[config.mk]
export PLATFORM = sky130hd
export DESIGN_NAME = maint_error_count_irq_mask_regs
export DESIGN_NICKNAME = d
export VERILOG_FILES = /design/src/maint_regs_pkg.sv /design/src/maint_error_count_irq_mask_regs.sv
export SDC_FILE = /design/constraint.sdc
export NUM_CORES = 1
export LEC_CHECK = 0
export ABC_AREA = 1
export BUFFER_PORTS_ARGS = -buffer_cell sky130_fd_sc_hd__clkbuf_2
export CORE_UTILIZATION = 59
export CTS_CLUSTER_DIAMETER = 80
export CTS_CLUSTER_SIZE = 40
export DETAILED_ROUTE_END_ITERATION = 8
export HOLD_SLACK_MARGIN = 0.12
export MAX_ROUTING_LAYER = met4
export PLACE_DENSITY = 0.82
export SLEW_MARGIN = 20
export SYNTH_ARGS = -nofsm -noshare
export SYNTH_HDL_FRONTEND = slang
export SYNTH_SLANG_ARGS = --single-unit
[constraint.sdc]
create_clock -name core_clk -period 2.6 [get_ports core_clk]
set_input_delay 0.26 -clock core_clk [delete_from_list [all_inputs] [get_ports core_clk]]
set_output_delay 0.26 -clock core_clk [all_outputs]
set_load 0.01 [all_outputs]
[src/maint_regs_pkg.sv]
// constants, field layouts and carriers for the maintenance and interrupt mask register bank
package maint_regs_pkg;
    localparam int num_channels = 2;
    localparam int addr_width = 8;
    localparam int data_width = 8;
    localparam int count_width = 16;

    // channel copies sit 20 hex apart; bit 5 of the address picks the channel
    localparam int chan_addr_bit = 5;
    localparam logic [4:0] off_deact_len = 5'h0f;
    localparam logic [4:0] off_deact_pattern = 5'h11;
    localparam logic [4:0] off_ctrl = 5'h12;
    localparam logic [4:0] off_mask_line = 5'h13;
    localparam logic [4:0] off_mask_error = 5'h14;
    localparam logic [4:0] off_edge_sel = 5'h15;
    localparam logic [4:0] off_flag_line = 5'h18;
    localparam logic [4:0] off_flag_error = 5'h19;
    localparam logic [4:0] off_count_low = 5'h1a;
    localparam logic [4:0] off_count_high = 5'h1b;

    localparam logic [7:0] deact_pattern_reset = 8'h09;
    localparam logic [1:0] deact_len_reset = 2'h1;
    localparam logic [7:0] mask_reset = 8'hff;
    localparam logic [7:0] edge_sel_reset = 8'h00;
    localparam logic [7:0] flag_reset = 8'h00;

    // error event group positions driven from inside the block
    localparam int err_bit_count_overflow = 0;
    localparam int err_bit_second_tick = 1;

    typedef enum logic [1:0] {
        sel_pattern = 2'b00,
        sel_excess_zero = 2'b01,
        sel_code_violation = 2'b10,
        sel_cv_and_exz = 2'b11
    } count_sel_type;

    // bit 7 down to bit 0 of the control register
    typedef struct packed {
        logic reserved;
        logic violation_inject;
        logic pattern_error_inject;
        logic excess_zero_rule_sel;
        count_sel_type error_sel;
        logic count_report_mode;
        logic count_transfer;
    } ctrl_type;

    localparam ctrl_type ctrl_reset = '{1'b0, 1'b0, 1'b0, 1'b0, sel_pattern, 1'b0, 1'b0};

    // one-cycle error pulses from the receive detectors of a channel
    typedef struct packed {
        logic pattern_error;
        logic excess_zero_ansi;
        logic excess_zero_fcc;
        logic code_violation;
    } err_in_type;
endpackage

[src/maint_error_count_irq_mask_regs.sv]
// per-channel maintenance, error counter and interrupt mask registers of the line interface
//
// Added by the designer: the address-and-strobe port.
`timescale 1ns/100ps
`default_nettype none
module maint_error_count_irq_mask_regs
    import maint_regs_pkg::*;
#(
    parameter int cnt_width = count_width
)(
    input wire logic core_clk,
    input wire logic rst,
    input wire logic [addr_width-1:0] addr,
    input wire logic [data_width-1:0] wr_data,
    input wire logic wr_en,
    input wire logic rd_en,
    output logic [data_width-1:0] rd_data,
    input wire logic [num_channels-1:0][7:0] line_status,
    input wire logic [num_channels-1:0][7:0] error_events,
    input wire err_in_type [num_channels-1:0] err_in,
    input wire logic second_tick,
    output logic [num_channels-1:0][7:0] rx_deact_pattern,
    output logic [num_channels-1:0][1:0] rx_deact_pattern_len,
    output logic [num_channels-1:0] violation_inject,
    output logic [num_channels-1:0] pattern_error_inject,
    output logic irq
);

    // true when the address names register off of channel ch
    function automatic logic reg_hit(input logic [addr_width-1:0] a, input int ch,
                                     input logic [4:0] off);
        reg_hit = (a[4:0] == off) && (a[chan_addr_bit] == ch[0])
            && (a[addr_width-1:chan_addr_bit+1] == '0);
    endfunction

    // an event is a rising edge, or any change when edge select is set
    function automatic logic [7:0] event_detect(input logic [7:0] prev, input logic [7:0] cur,
                                                input logic [7:0] any_edge);
        event_detect = (cur & ~prev) | (any_edge & (cur ^ prev));
    endfunction

    logic [num_channels-1:0][7:0] pattern, next_pattern;
    logic [num_channels-1:0][1:0] pat_len, next_pat_len;
    ctrl_type [num_channels-1:0] ctrl, next_ctrl;
    ctrl_type [num_channels-1:0] ctrl_prev, next_ctrl_prev;
    logic [num_channels-1:0][7:0] mask_line, next_mask_line;
    logic [num_channels-1:0][7:0] mask_error, next_mask_error;
    logic [num_channels-1:0][7:0] edge_sel, next_edge_sel;
    logic [num_channels-1:0][7:0] flag_line, next_flag_line;
    logic [num_channels-1:0][7:0] flag_error, next_flag_error;
    logic [num_channels-1:0][7:0] prev_line, next_prev_line;
    logic [num_channels-1:0][7:0] prev_error, next_prev_error;
    logic [num_channels-1:0][cnt_width-1:0] counter, next_counter;
    logic [num_channels-1:0][cnt_width-1:0] result, next_result;
    logic [num_channels-1:0] next_violation_inject, next_pattern_error_inject;
    logic [data_width-1:0] next_rd_data;
    logic next_irq;

    // configuration, injection, error counter and interrupt flag group
    always_comb begin
        logic [7:0] line_ev;
        logic [7:0] err_ev;
        logic [7:0] err_now;
        logic inc;
        logic exz;
        logic transfer;
        logic overflow;
        line_ev = '0;
        err_ev = '0;
        err_now = '0;
        inc = 1'b0;
        exz = 1'b0;
        transfer = 1'b0;
        overflow = 1'b0;
        next_irq = 1'b0;
        for (int ch = 0; ch < num_channels; ch++) begin
            next_pattern[ch] = pattern[ch];
            next_pat_len[ch] = pat_len[ch];
            next_ctrl[ch] = ctrl[ch];
            next_mask_line[ch] = mask_line[ch];
            next_mask_error[ch] = mask_error[ch];
            next_edge_sel[ch] = edge_sel[ch];
            next_ctrl_prev[ch] = ctrl[ch];
            next_violation_inject[ch] = ctrl[ch].violation_inject
                & ~ctrl_prev[ch].violation_inject;
            next_pattern_error_inject[ch] = ctrl[ch].pattern_error_inject
                & ~ctrl_prev[ch].pattern_error_inject;

            // error counter; counting and transfer in one cycle keeps that error
            exz = ctrl[ch].excess_zero_rule_sel ? err_in[ch].excess_zero_fcc
                : err_in[ch].excess_zero_ansi;
            case (ctrl[ch].error_sel)
                sel_pattern: inc = err_in[ch].pattern_error;
                sel_excess_zero: inc = exz;
                sel_code_violation: inc = err_in[ch].code_violation;
                sel_cv_and_exz: inc = err_in[ch].code_violation | exz;
                default: inc = 1'b0;
            endcase
            if (ctrl[ch].count_report_mode) begin
                transfer = second_tick;
            end else begin
                // a held transfer bit gives one transfer only
                transfer = ctrl[ch].count_transfer & ~ctrl_prev[ch].count_transfer;
            end
            overflow = inc & (&counter[ch]) & ~transfer;
            next_result[ch] = transfer ? counter[ch] : result[ch];
            next_counter[ch] = transfer ? cnt_width'(inc) : counter[ch] + cnt_width'(inc);

            // sticky flags; a new event beats a write-one clear in the same cycle
            err_now = error_events[ch];
            err_now[err_bit_second_tick] = err_now[err_bit_second_tick] | second_tick;
            err_now[err_bit_count_overflow] = err_now[err_bit_count_overflow] | overflow;
            line_ev = event_detect(prev_line[ch], line_status[ch], edge_sel[ch]);
            err_ev = event_detect(prev_error[ch], err_now, 8'h00);
            next_prev_line[ch] = line_status[ch];
            next_prev_error[ch] = err_now;
            next_flag_line[ch] = flag_line[ch];
            next_flag_error[ch] = flag_error[ch];

            if (wr_en) begin
                if (reg_hit(addr, ch, off_deact_pattern)) begin
                    next_pattern[ch] = wr_data;
                end
                if (reg_hit(addr, ch, off_deact_len)) begin
                    next_pat_len[ch] = wr_data[1:0];
                end
                if (reg_hit(addr, ch, off_ctrl)) begin
                    next_ctrl[ch] = ctrl_type'(wr_data);
                    next_ctrl[ch].reserved = 1'b0;
                end
                if (reg_hit(addr, ch, off_mask_line)) begin
                    next_mask_line[ch] = wr_data;
                end
                if (reg_hit(addr, ch, off_mask_error)) begin
                    next_mask_error[ch] = wr_data;
                end
                if (reg_hit(addr, ch, off_edge_sel)) begin
                    next_edge_sel[ch] = wr_data;
                end
                if (reg_hit(addr, ch, off_flag_line)) begin
                    next_flag_line[ch] = flag_line[ch] & ~wr_data;
                end
                if (reg_hit(addr, ch, off_flag_error)) begin
                    next_flag_error[ch] = flag_error[ch] & ~wr_data;
                end
            end
            next_flag_line[ch] = next_flag_line[ch] | line_ev;
            next_flag_error[ch] = next_flag_error[ch] | err_ev;
            next_irq = next_irq | (|(flag_line[ch] & ~mask_line[ch]))
                | (|(flag_error[ch] & ~mask_error[ch]));
        end
    end

    always_ff @(posedge core_clk) begin
        if (rst) begin
            for (int ch = 0; ch < num_channels; ch++) begin
                pattern[ch] <= deact_pattern_reset;
                pat_len[ch] <= deact_len_reset;
                ctrl[ch] <= ctrl_reset;
                ctrl_prev[ch] <= ctrl_reset;
                mask_line[ch] <= mask_reset;
                mask_error[ch] <= mask_reset;
                edge_sel[ch] <= edge_sel_reset;
                flag_line[ch] <= flag_reset;
                flag_error[ch] <= flag_reset;
                prev_line[ch] <= flag_reset;
                prev_error[ch] <= flag_reset;
                counter[ch] <= '0;
                result[ch] <= '0;
            end
            violation_inject <= '0;
            pattern_error_inject <= '0;
            irq <= 1'b0;
        end else begin
            pattern <= next_pattern;
            pat_len <= next_pat_len;
            ctrl <= next_ctrl;
            ctrl_prev <= next_ctrl_prev;
            mask_line <= next_mask_line;
            mask_error <= next_mask_error;
            edge_sel <= next_edge_sel;
            flag_line <= next_flag_line;
            flag_error <= next_flag_error;
            prev_line <= next_prev_line;
            prev_error <= next_prev_error;
            counter <= next_counter;
            result <= next_result;
            violation_inject <= next_violation_inject;
            pattern_error_inject <= next_pattern_error_inject;
            irq <= next_irq;
        end
    end

    // register outputs of the pattern settings for the code detector
    always_comb begin
        rx_deact_pattern = pattern;
        rx_deact_pattern_len = pat_len;
    end

    // read port: data stand one cycle after the strobe, zero for unmapped addresses
    always_comb begin
        next_rd_data = '0;
        if (rd_en) begin
            for (int ch = 0; ch < num_channels; ch++) begin
                if (reg_hit(addr, ch, off_deact_pattern)) begin
                    next_rd_data = pattern[ch];
                end
                if (reg_hit(addr, ch, off_deact_len)) begin
                    next_rd_data = {6'h00, pat_len[ch]};
                end
                if (reg_hit(addr, ch, off_ctrl)) begin
                    next_rd_data = ctrl[ch];
                end
                if (reg_hit(addr, ch, off_mask_line)) begin
                    next_rd_data = mask_line[ch];
                end
                if (reg_hit(addr, ch, off_mask_error)) begin
                    next_rd_data = mask_error[ch];
                end
                if (reg_hit(addr, ch, off_edge_sel)) begin
                    next_rd_data = edge_sel[ch];
                end
                if (reg_hit(addr, ch, off_flag_line)) begin
                    next_rd_data = flag_line[ch];
                end
                if (reg_hit(addr, ch, off_flag_error)) begin
                    next_rd_data = flag_error[ch];
                end
                if (reg_hit(addr, ch, off_count_low)) begin
                    next_rd_data = result[ch][7:0];
                end
                if (reg_hit(addr, ch, off_count_high)) begin
                    next_rd_data = result[ch][15:8];
                end
            end
        end
    end

    always_ff @(posedge core_clk) begin
        if (rst) begin
            rd_data <= '0;
        end else begin
            rd_data <= next_rd_data;
        end
    end
endmodule
`default_nettype wire

# Word-level counts from Yosys, hierarchy flattened
# Cells that the tools add are included.
totals:
  regBits: 229
  latch_bits: 0
  ramBits: 0
  mem_bits_ro: 0
  word_cells: 224
  mem_count: 0
op_classes:
  n_addsub: 2
  mul: 0
  div: 0
  magnitude_cmp: 0
  n_eq_ne: 16
  shifts: 0
  muxes: 36
  bitwise: 60
  n_reduce_logical: 64
op_table:
  columns: ["op", "count"]
  rows:
  - ["$mux 8", 28]
  - ["$and 8x8->8", 14]
  - ["$not 8->8", 9]
  - ["$or 8x8->8", 6]
  - ["$eq 5x5->1 const B", 9]
  - ["$logic_and 1x1->1", 40]
  - ["$add 16x1->16", 2]
  - ["$reduce_and 16->1", 2]
  - ["$reduce_or 8->1", 4]
  - ["$reduce_and 2->1", 12]
  - ["$xor 8x8->8", 2]
  - ["$and 1x1->1", 10]
  - ["$not 1->1", 10]
  - ["$or 1x1->1", 9]
  - ["$eq 2x2->1 const B", 4]
  - ["$pmux 1 s4", 2]
  - ["$logic_not 2->1", 3]
  - ["$mux 1", 6]
  - ["$reduce_or 2->1", 3]
  - ["$eq 5x4->1 const B", 1]
  - ["$eq 2x1->1 const B", 2]

# Depth between registers and ports, before layout
# Gate-level depths: netlist of run 1.
logic_depth:
  word_depth: 23
  ltp_mapped: 18
  depth_no_buf: 18

# Worst setup path after synthesis of run 1
# OpenSTA, ideal clock, no wires.
synth_path:
  path_type: "register to register"
  start: "reg ctrl[10] in the netlist's numbering"
  end: "reg counter[31] in the netlist's numbering"
  setup_ns: 0.119
  arrival_time_ns: 1.827
  t_required_ns: 2.481
  path_slack_ns: 0.654
  path_stages_with_launch: 16
  period_less_slack_ns: 1.946
  cell_sequence: "dfxtp_1 -> inv_1 -> nand3_1 -> nand2_1 -> a31oi_1 -> inv_1 -> ha_1 -> nand3_1 -> nor4_2 -> nand2_1 -> nor2_1 -> nand3_1 -> nor3_2 -> nand2_1 -> o21ai_0 -> a21oi_1"
synth_between:
  elab_chain_cells: 3
  word_cells_on_any_way: 6
  classes_between: "add/sub (1); eq/ne (3); mux (1); reduce/logical (1)"
synth_rtl:
  columns: ["element", "line", "rtl"]
  rows:
  - ["start: declaration", "maint_error_count_irq_mask_regs.sv:44", "ctrl_type [num_channels-1:0] ctrl, next_ctrl;"]
  - ["start signal: indexed assignment", "maint_error_count_irq_mask_regs.sv:159", "ctrl[ch] <= ctrl_reset;"]
  - ["start signal: assignment", "maint_error_count_irq_mask_regs.sv:177", "ctrl <= next_ctrl;"]
  - ["$eq 2x2->1, or another cell as far along", "maint_error_count_irq_mask_regs.sv:92", "case (ctrl[ch].error_sel)"]
  - ["$pmux 1 s4 *", "maint_error_count_irq_mask_regs.sv:92", null]
  - ["$add 16x1->16 *", "maint_error_count_irq_mask_regs.sv:107", "next_counter[ch] = transfer ? cnt_width'(inc) : counter[ch] + cnt_width'(inc);"]
  - ["end signal: assignment", "maint_error_count_irq_mask_regs.sv:186", "counter <= next_counter;"]
  - ["end: declaration", "maint_error_count_irq_mask_regs.sv:53", "logic [num_channels-1:0][cnt_width-1:0] counter, next_counter;"]
# Every way passes the cells marked *; elsewhere a longest branch is shown, timed or not.
# A chain may end at the register's enable or synchronous reset.

# Worst setup path in the final report of run 1
layout_path:
  start: "reg ctrl[4] in the netlist's numbering"
  end: "reg counter[13] in the netlist's numbering"
layout_between:
  elab_chain_cells: 4
layout_rtl:
  columns: ["element", "line", "rtl"]
  rows:
  - ["$mux 1 *", "maint_error_count_irq_mask_regs.sv:90", "exz = ctrl[ch].excess_zero_rule_sel ? err_in[ch].excess_zero_fcc"]
  - ["$or 1x1->1", "maint_error_count_irq_mask_regs.sv:96", "sel_cv_and_exz: inc = err_in[ch].code_violation | exz;"]
  - ["$pmux 1 s4 *", "maint_error_count_irq_mask_regs.sv:92", null]
  - ["$add 16x1->16 *", "maint_error_count_irq_mask_regs.sv:107", null]
# Marked as above.

==> summary.md, run 1 <==
| Metric | Value |
|---|---|
| Most frequent cells in the layout | inv_1, nand2_1, dfxtp_1 |
| Grt ovf | 0 |
| Crit path largest cell delay | approximately 0.38 ns |
| CP Launch Type | flop |
| Arr. time, crit path | between 2 and 3 ns |
| Clock transition at the registers of the reported paths | 0.14 ns |
| Metal-1 WL | roughly 13 mm |
| Async SR Flop Fraction | 0% |
| Pre-CTS WS | 0.162 ns |
| Worst rel slew slack | a little under three fifths |
| Cell internal pwr | 4.82 mW |
| Starting Density | between 60% and 70% |
| Synth Area in Simple Gates | around 22% |
| Clock Latency Late Sink | a little under 0.5 ns |
| Share of power burned in registers | 57.1% |
| Most used DFF post-synth | dfxtp_1 |
| Input/output buffers | between 90 and 100 |
| Post-Synth XOR/XNOR Area | less than 1% |
| Clock skew | about 0.032 ns |
| Slew Viols, Final | 0 |
| Final Wtd Congestion | 1.00 |
| Outcome | finished, final reports clean |
| Layout cells sized above 1 | between 10% and 20% |
| Die area | approximately 0.018 mm² |
| Maxcap violations | 0 |
| Antenna violations before repair | 0 |
| Design area | between 0.01 and 0.015 mm² |
| N_diodes | 0 |
| Multiplexer area fraction after synthesis | 0% |
| IR drop worst, VDD | around 0.55 mV |
| Main combinational cell family by area after synthesis | simple AND/OR/NAND/NOR gates |
| Switch share | between 20% and 30% |
| Final Worst Setup Slack | roughly 0.15 ns |
| Final worst path period need | roughly 2.5 ns |
| Detailed Place HPWL | 22.0 mm |
| Dpl cell area | around 0.011 mm² |
| CP top delay family | simple AND/OR/NAND/NOR gates |
| Vias per inst | ~5.6 |
| Max Freq | 0.408 GHz |
| First-pass iteration count of the detailed router | 6 |
| Synth warnings | 0 |
| Clock power share | approximately a third |
| Final Hold Fails | 0 |
| Chip Width | around 130 µm |
| Worst Path Buf+Inv | 1 |
| Hold crit path type | input pin to flop |
| Worst Setup Path Type | flop to flop |
| Critical Path Sink Type | flop |
| DRC viols | 0 |
| Final nets | 1562 |
| Pwr Density | roughly 550 mW/mm² |
| Commonest non-fill, non-tap cell in the layout | inv_1 |
| Leakage | slightly above 5 nW |
| WL met2 | around 13 mm |
| I/O Pins | 94 |
| Worst hold slack | about 0.14 ns |
| Pin count of the biggest net entering global routing | between 70 and 80 |
| Routed WL | roughly 30 mm |
| Met3 wire len | between 2 and 3 mm |
| Adder-Cell Fraction of Synth Area | under 10% |
| # setup viols final | 0 |
| GR Util All Layers | 34.4% |
| Row cnt | between 40 and 50 |
| Remaining antenna violation count | 0 |
| Fin cells | between 1500 and 2000 |
| Slowest cell on the critical path | dfxtp_1 |
| Psw | roughly 1.6 mW |
| Layout area overhead | 15.2% |
| Chip height | about 130 µm |
| Highest metal used | met4 |
| # clock sinks | roughly 230 |
| Synth Cell Area | 0.0100 mm² |
| DR iter-0 viols | around 1200 |
| Syn_area_per_cell | about 7.3 µm² |
| Core area | 0.0166 mm² |
| Placed Instances | about 1700 |
| CTS tree | built |
| Syn Inst Count | approximately 1400 |
| Worst-path maximum fanout | 3 |
| Sum Neg Setup Slack | 0 ns |
| Synth Area in Compound Gates | roughly 18% |
| Routed WL per cell | 17.3 µm |
| DR vias | 9515 |
| Critical Path RT | between 2 and 3 ns |
| Syn nets | 1448 |
| Slew of the pin with the lowest slew margin | 0.648 ns |
| Distinct cells, synth | 46 |
| Root buffer cell | clkbuf_16 |
| Number of flops mapped to enable cells by yosys | 0 |
| CTS Buf Count | 11 |
| Vias in the first global route | between 8000 and 9000 |
| Clock tree buffer depth | 3 |
| Yosys reg bits | about 230 |
| Critical path cell sequence | or2_2, a31oi_2, inv_1, ha_2, nand3_4, nor4_4, nand2_1, nor2_2, nand4_1, nor2_2, nand2_1, a221oi_1 |
| Logic pwr share | ~7.6% |
| Final period util | a little over nine tenths |
| Number of H-tree levels | 1 |
| Register area share after synthesis | between 40% and 50% |
| First-pass GRT wire length | 45.8 mm |
-- cell type report --
type / instances / area, µm²
flip-flops and latches: 229 / 4590
clock buffers: 11 / 275
repair buffers: 144 / 958
multi-input cells: 834 / 4330
fillers: 1411 / 5030
clock inverters: 6 / 138
well taps: 220 / 275
inverters: 261 / 986
-- tightest hold or removal path, cell delays in order --
cell and delay, ns:
clkbuf_2 0.16, nand3_1 0.12, a21oi_1 0.06
-- layer usage --
layer / vias to the layer above / global-route usage (%)
li1: 4680 / -
met1: 4334 / 47.7
met2: 436 / 51.6
met3: 65 / 5.46
met4: 0 / 10.1
met5: - / -
-- flip-flops by register name, indices dropped and copies added, names as in the netlist --
register / count
violation_inject: 2
ctrl_prev: 6
counter: 32
flag_line: 16
rx_deact_pattern_len: 4
mask_error: 16
ctrl: 14
rd_data: 8
result: 32
prev_error: 16
prev_line: 16
flag_error: 16
mask_line: 16
rx_deact_pattern: 16
irq: 1
pattern_error_inject: 2
edge_sel: 16
-- synth_stat cells (2+ instances only) --
cell type	instances	area, µm²
o211ai_1	18	135
inv_2	6	22.5
buf_2	5	25.0
nand4_1	34	213
nor2_2	6	37.5
a21oi_1	81	405
inv_1	251	942
o221ai_1	20	175
a31o_2	2	17.5
xnor2_1	2	17.5
nor2_4	4	45.0
nand3_2	2	20.0
nor3b_1	2	15.0
nand3_1	50	250
nor4_1	2	12.5
nand3b_1	2	15.0
nand2_4	3	33.8
o22ai_1	37	231
o2111ai_1	4	35.0
o21ai_0	143	716
buf_1	3	11.3
buf_6	2	22.5
nor4_2	3	37.5
ha_1	20	250
nand2_1	244	916
dfxtp_1	229	4580
nor2_1	113	424
inv_4	2	12.5
or2_2	6	37.5
nand2_2	5	31.3
clkbuf_1	33	124
o21ai_1	4	20.0
a31oi_1	2	12.5
nor3_1	15	75.1
-- path summary, 6_finish.rpt --
path	from	endpoint	slack (ns)	cells after the start
worst min-delay path	wr_data[7]	edge_sel[7]	0.14	3
worst max register to register	ctrl[4]	counter[13]	0.15	12
worst max-delay path	ctrl[4]	counter[13]	0.15	12
worst min register to register	ctrl_prev[5]	pattern_error_inject[0]	0.39	1
-- logic make-up after synthesis --
family,Yosys count
flops,229
fa+ha+maj,20
simple gates,494
xor+xnor,3
buf+inv,304
compound gates,317
-- metrics by stage --
step	power (mW)	utilization [%]
finish	6.39	69.7
CTS	6.39	69.3
global placement	4.14	64.7
global route	6.59	69.7
detailed placement	4.15	64.7
floorplan	3.96	-
-- power groups by stage --
stage               registers (mW)  logic [mW]  clock network, mW
finish                        3.65       0.484               2.26
global route                  3.66       0.534               2.40
CTS                           3.64       0.472               2.27
detailed placement            3.72       0.430                  0
global placement              3.72       0.419                  0
floorplan                     3.70       0.259                  0
-- what timing repair did --
item | in CTS | in global routing
buffers inserted | 0 | 1
setup endpoints to repair | 0 | 4
gates resized for setup | 0 | 12
hold buffers | 34 | 0
hold endpoints to repair | 44 | 0
Note: power is estimated with default switching activity, not from simulation.
==> run 2: changes to the inputs <==
--- a/config.mk
+++ b/config.mk
@@ -5,15 +5,14 @@
 export SDC_FILE = /design/constraint.sdc
 export NUM_CORES = 1
 export LEC_CHECK = 0
-export ABC_AREA = 1
 export BUFFER_PORTS_ARGS = -buffer_cell sky130_fd_sc_hd__clkbuf_2
-export CORE_UTILIZATION = 59
+export CORE_UTILIZATION = 60
 export CTS_CLUSTER_DIAMETER = 80
 export CTS_CLUSTER_SIZE = 40
 export DETAILED_ROUTE_END_ITERATION = 8
 export HOLD_SLACK_MARGIN = 0.12
 export MAX_ROUTING_LAYER = met4
-export PLACE_DENSITY = 0.82
+export PLACE_DENSITY = 0.83
 export SLEW_MARGIN = 20
 export SYNTH_ARGS = -nofsm -noshare
 export SYNTH_HDL_FRONTEND = slang
==> summary.md, run 2 <==
| Metric | Value |
|---|---|
| Outcome | finished, final reports clean |
| Antenna violations before repair | 0 |
| Post-synth top area share | approximately 43% |
| CP Launch Type | flop |
| Input/output buffers | slightly above 90 |
| Slew Viols, Final | 0 |
| Vias in the first global route | approximately 9300 |
| RSZ-0062 raised after global routing | false |
| Top post-synthesis cells by area | dfxtp_1, mux2i_1, a21oi_1, nor2_1, nand2_1 |
| Most frequent cells after synthesis | dfxtp_1, nor2_1, a21oi_1 |
| Regs by FF count | counter: 32 flops, result: 32 flops |
| DR vias | slightly above 10000 |
| Slew of the pin with the lowest slew margin | between 0.6 and 0.7 ns |
| Async SR Flop Fraction | 0% |
| Synth warnings | 0 |
| Most frequent cells in the layout | dfxtp_1, nor2_1, a21oi_1 |
| Layout cells sized above 1 | around an eighth |
| Sum Neg Setup Slack | 0 ns |
| Top-count cell post-synth | dfxtp_1 |
| Final worst path period need | around 2.4 ns |
| Final Wtd Congestion | about 1.1 |
| Chip height | approximately 140 µm |
| Row cnt | between 40 and 50 |
| Pwr Density | about 500 mW/mm² |
| Worst Setup Path Type | flop to flop |
| R2r endpoint | counter[30] |
| Routed WL per cell | between 20 and 25 µm |
| Arr. time, crit path | around 2.7 ns |
| Layout area overhead | 14.5% |
| Final nets | about 1500 |
| Clock tree buffer depth | 3 |
| Core area | around 0.017 mm² |
| Yosys reg bits | approximately 230 |
| Area leader, netlist | dfxtp_1 |
| CTS tree | built |
| Detailed Place HPWL | 25.8 mm |
| Setup crit end | counter[30] |
| IR drop worst, VDD | between 0.6 and 0.7 mV |
| Commonest non-fill, non-tap cell in the layout | dfxtp_1 |
| Root buffer cell | clkbuf_16 |
| Post_cts resized | 0 |
| Register area share after synthesis | approximately 43% |
| DR iter-0 viols | between 1000 and 1500 |
| Syn nets | 1339 |
| Power, Total | 6.22 mW |
| Placed Instances | approximately 1600 |
| First-pass iteration count of the detailed router | 7 |
| # setup viols final | 0 |
| Fin cells | roughly 1600 |
| N_diodes | 0 |
| Die area | between 0.015 and 0.02 mm² |
| Remaining antenna violation count | 0 |
| Hold crit path type | input pin to flop |
| Worst rel slew slack | a little under three fifths |
| Max Freq | 0.422 GHz |
| Critical R2R Launch | ctrl[12] |
| Slowest cell on the critical path | dfxtp_1 |
| First-pass GRT wire length | approximately 54 mm |
| Distinct cells, synth | 75 |
| # clock sinks | approximately 230 |
| Starting Density | 61.6% |
| Pre-CTS WS | approximately 0.19 ns |
| CTS Buf Count | 10 |
| Routed WL | around 35 mm |
| Worst Reg-to-Reg Cells | 11 |
| Number of H-tree levels | 1 |
| Critical Path Sink Type | flop |
| Vias per inst | 6.27 |
| I/O Pins | 94 |
| Critical path cell sequence | mux2_2, a221oi_1, buf_4, inv_1, ha_1, ha_1, nand2_1, nor2_1, nand2_1, xor2_1, nor2_1 |
| Worst hold slack | 0.198 ns |
| Clock transition at the registers of the reported paths | 0.12 ns |
| Worst-path maximum fanout | 4 |
| Crit path largest cell delay | 0.41 ns |
| Syn_area_per_cell | around 8.5 µm² |
| Syn Inst Count | between 1000 and 1500 |
| Final Worst Setup Slack | about 0.23 ns |
| Register-to-register setup slack | about 0.23 ns |
| Grt ovf | 0 |
| Leakage | between 5 and 6 nW |
| Number of flops mapped to enable cells by yosys | 0 |
| GR Util All Layers | between 40 and 50% |
| Clock Latency Late Sink | around 0.50 ns |
| Pin count of the biggest net entering global routing | roughly 120 |
| DRC viols | 0 |
| Final Hold Fails | 0 |
| Chip Width | around 140 µm |
| Clock skew | between 0.03 and 0.04 ns |
| Maxcap violations | 0 |
| Synth Cell Area | between 0.01 and 0.015 mm² |
| CP startpoint | ctrl[12] |
| Most used DFF post-synth | dfxtp_1 |
| Critical Path RT | between 2 and 3 ns |
| Final period util | around 91% |
## run 2: cell count changes after synthesis, moves of 32 or more
cell     change
inv_1      -174
nand2_1    -152
o21ai_0     -81
mux2i_1     +66
nor2b_1     +50
a21oi_1     +32
## run 2: cell type report
type                       count  area, µm²
fill                        1397       5110
clock buffer                  13        283
multi-input combinational    875       5510
sequential                   229       4580
clock inverter                 3       25.0
inverter                      78        293
timing repair buffer         184       1270
tap                          225        282
## run 2: per-layer routing
layer	share of wire [%]	GRT usage [%]	vias to the layer above	routed length, µm
li1	-	-	4661	-
met1	42	54.1	4748	14700
met2	44	60.0	580	15500
met3	10	6.96	94	3590
met4	4.5	15.5	0	1580
met5	0	-	-	0
## run 2: where the power goes
part / internal [mW] / switching [mW] / leakage (nW)
sequential: 3.58 / 0.0609 / 1.87
combinational: 0.247 / 0.414 / 3.21
clock: 0.802 / 1.11 / 0.152
## run 2: how the worst min path moves through the flow
stage                       start                       to  slack (ns)  cells after the start
global placement     ctrl_prev[6]      violation_inject[0]        0.37                      1
CTS                   second_tick            prev_error[9]        0.18                      3
global route                rd_en               rd_data[1]        0.20                      4
finish                second_tick            prev_error[9]        0.20                      3
detailed placement  ctrl_prev[13]  pattern_error_inject[1]        0.38                      1
floorplan            ctrl_prev[5]  pattern_error_inject[0]        0.37                      1
## run 2: per-stage QoR
step,util [%],cell area (µm²)
after CTS,70.6,12200
after detailed placement,66.9,11600
after global placement,66.9,11600
final,70.6,12200
after global routing,70.6,12200
after floorplan,-,10700
## run 2: critical path, delay by kind of cell (launching register included)
| family | cells | cell delay, ns |
|---|---|---|
| DFF | 1 | 0.41 |
| xor gates and xnor gates | 1 | 0.16 |
| AOI/OAI and AO/OA | 1 | 0.29 |
| muxes | 1 | 0.35 |
| buffers and inverters | 2 | 0.23 |
| adders and majority gates | 2 | 0.48 |
| and+or+nand+nor | 4 | 0.33 |
## run 2: timing repair
item | 4_1_cts | 5_1_grt
hold buffers | 33 | 0
setup buffers | 0 | 0
hold endpoints to repair | 51 | 0
## run 2: kinds of logic (layout without fill, tap and decap cells)
family / after synthesis / in the layout / share of synthesized area [%]
and+or+nand+nor: 447 / 447 / 21.6
adders and majority gates: 20 / 20 / 2.34
xor gates and xnor gates: 26 / 26 / 2.13
DFF: 229 / 229 / 42.9
muxes: 70 / 70 / 6.60
AOI/OAI and AO/OA: 312 / 312 / 18.7
buffers and inverters: 154 / 278 / 5.71
==> run 3: changes to the inputs <==
==> constraint.sdc (replaced) <==
create_clock -name core_clk -period 2.3 [get_ports core_clk]
set_input_delay 0.23 -clock core_clk [delete_from_list [all_inputs] [get_ports core_clk]]
set_output_delay 0.23 -clock core_clk [all_outputs]
set_load 0.01 [all_outputs]
==> summary.md, run 3 (same netlist as run 2, synthesis figures left out) <==
| Metric | Value |
|---|---|
| Slowest cell on the critical path | dfxtp_1 |
| Fillcell total | between 1000 and 1500 |
| Worst Path Buf+Inv | 1 |
| Outcome | finished, final reports clean |
| DR iter-0 viols | roughly 1200 |
| Placed Instances | ~1600 |
| # clock sinks | about 230 |
| Input/output buffers | 93 |
| Regs by FF count | counter: 32 flops, result: 32 flops |
| Core area | 0.0174 mm² |
| Critical Path RT | between 2 and 3 ns |
| Clock skew | roughly 0.026 ns |
| Power, Total | between 7 and 8 mW |
| Vias per inst | 6.27 |
| Number of H-tree levels | 1 |
| CP Launch Type | flop |
| CTS tree | built |
| Detailed Place HPWL | 26.3 mm |
| Leakage | 5.39 nW |
| Arr. time, crit path | roughly 2.5 ns |
| Row cnt | between 40 and 50 |
| Final Worst Setup Slack | about 0.16 ns |
| Maxcap violations | 0 |
| Chip Width | approximately 140 µm |
| Vias in the first global route | approximately 9400 |
| Final period util | 93.0% |
| CTS Buf Count | 11 |
| First-pass iteration count of the detailed router | 6 |
| Slew of the pin with the lowest slew margin | 0.642 ns |
| CP top delay family | adder cells |
| Worst rel slew slack | between 50% and 60% |
| Final worst path period need | 2.14 ns |
| Final Wtd Congestion | approximately 1.0 |
| Worst hold slack | approximately 0.13 ns |
| # setup viols final | 0 |
| IR drop worst, VDD | just over 0.8 mV |
| Critical path cell sequence | mux2_2, a221oi_4, inv_1, ha_1, ha_1, nand4_1, xor2_1, nor2_1 |
| Pwr Density | between 500 and 600 mW/mm² |
| Routed WL per cell | 21.9 µm |
| Slew Viols, Final | 0 |
| Post-layout util | 72.4% |
| Clock transition at the registers of the reported paths | ~0.12 ns |
| RSZ-0062 raised after global routing | false |
| Sum Neg Setup Slack | 0 ns |
| Routed WL | roughly 36 mm |
| DRC viols | 0 |
| Die area | 0.0184 mm² |
| Starting Density | ~62% |
| Fin cells | roughly 1600 |
| Max Freq | around 0.47 GHz |
| Most frequent cells in the layout | dfxtp_1, nor2_1, a21oi_1 |
| Worst-path maximum fanout | 6 |
| Clock tree buffer depth | 3 |
| Final Hold Fails | 0 |
| Layout cells sized above 1 | roughly 15% |
| Pin count of the biggest net entering global routing | 116 |
| Remaining antenna violation count | 0 |
| Chip height | between 100 and 150 µm |
| Antenna violations before repair | 0 |
| Crit path largest cell delay | 0.41 ns |
| Critical Path Sink Type | flop |
| Clock Latency Late Sink | 0.49 ns |
| Pre-CTS WS | -0.0202 ns |
| I/O Pins | 94 |
| Worst Setup Path Type | flop to flop |
| Grt ovf | 0 |
| Commonest non-fill, non-tap cell in the layout | dfxtp_1 |
| Area of the multi-input gates | 0.00556 mm² |
| Postcts setup bufs | 0 |
| Design area | around 0.013 mm² |
| Hold crit path type | input pin to flop |
| Final nets | between 1000 and 1500 |
| N_diodes | 0 |
| GR Util All Layers | 40.1% |
| Critical path's most frequent cell | ha_1 |
| Layout area overhead | 17.5% |
| Sequential cell area | ~0.0046 mm² |
| Dpl cell area | 0.0118 mm² |
| DR vias | roughly 10000 |
| Root buffer cell | clkbuf_16 |
| First-pass GRT wire length | between 50 and 60 mm |
run 3: cell type report:
class                      instances  area share, %
clock buffer                      11           2.19
clock inverter                     6          0.697
timing repair buffer             208           11.8
multi-input combinational        875           44.3
sequential                       229           36.5
tap                              225           2.24
inverter                          78           2.33
run 3: worst min-delay path, delay by kind of cell:
family | cells | cell delay, ns
AND/OR/NAND/NOR | 2 | 0.17
buffers and inverters | 1 | 0.19
run 3: layer usage:
layer / global-route usage (%) / wire length, µm
met3: 7.07 / 3640
met1: 52.5 / 14600
met2: 60.8 / 15800
met5: - / 0
met4: 17.2 / 1730
run 3: worst paths after layout:
kind,to,from,slack [ns],cells past startpoint
max reg2reg,counter[8],ctrl[4],0.16,8
max,counter[8],ctrl[4],0.16,8
min reg2reg,pattern_error_inject[1],ctrl_prev[13],0.40,1
min,prev_error[9],second_tick,0.13,3
run 3: report_power, final:
part	internal, mW	total [mW]	switching (mW)	leakage, nW
Sequential	4.05	4.12	0.0672	1.87
Combinational	0.304	0.785	0.480	3.36
Clock	0.957	2.34	1.39	0.170
Total	5.31	7.25	1.93	5.39
run 3: timing repair:
action | 4_1_cts | 5_1_grt
setup endpoints to repair | 0 | 15
hold buffers | 33 | 0
hold endpoints to repair | 62 | 0
resized for setup | 0 | 8
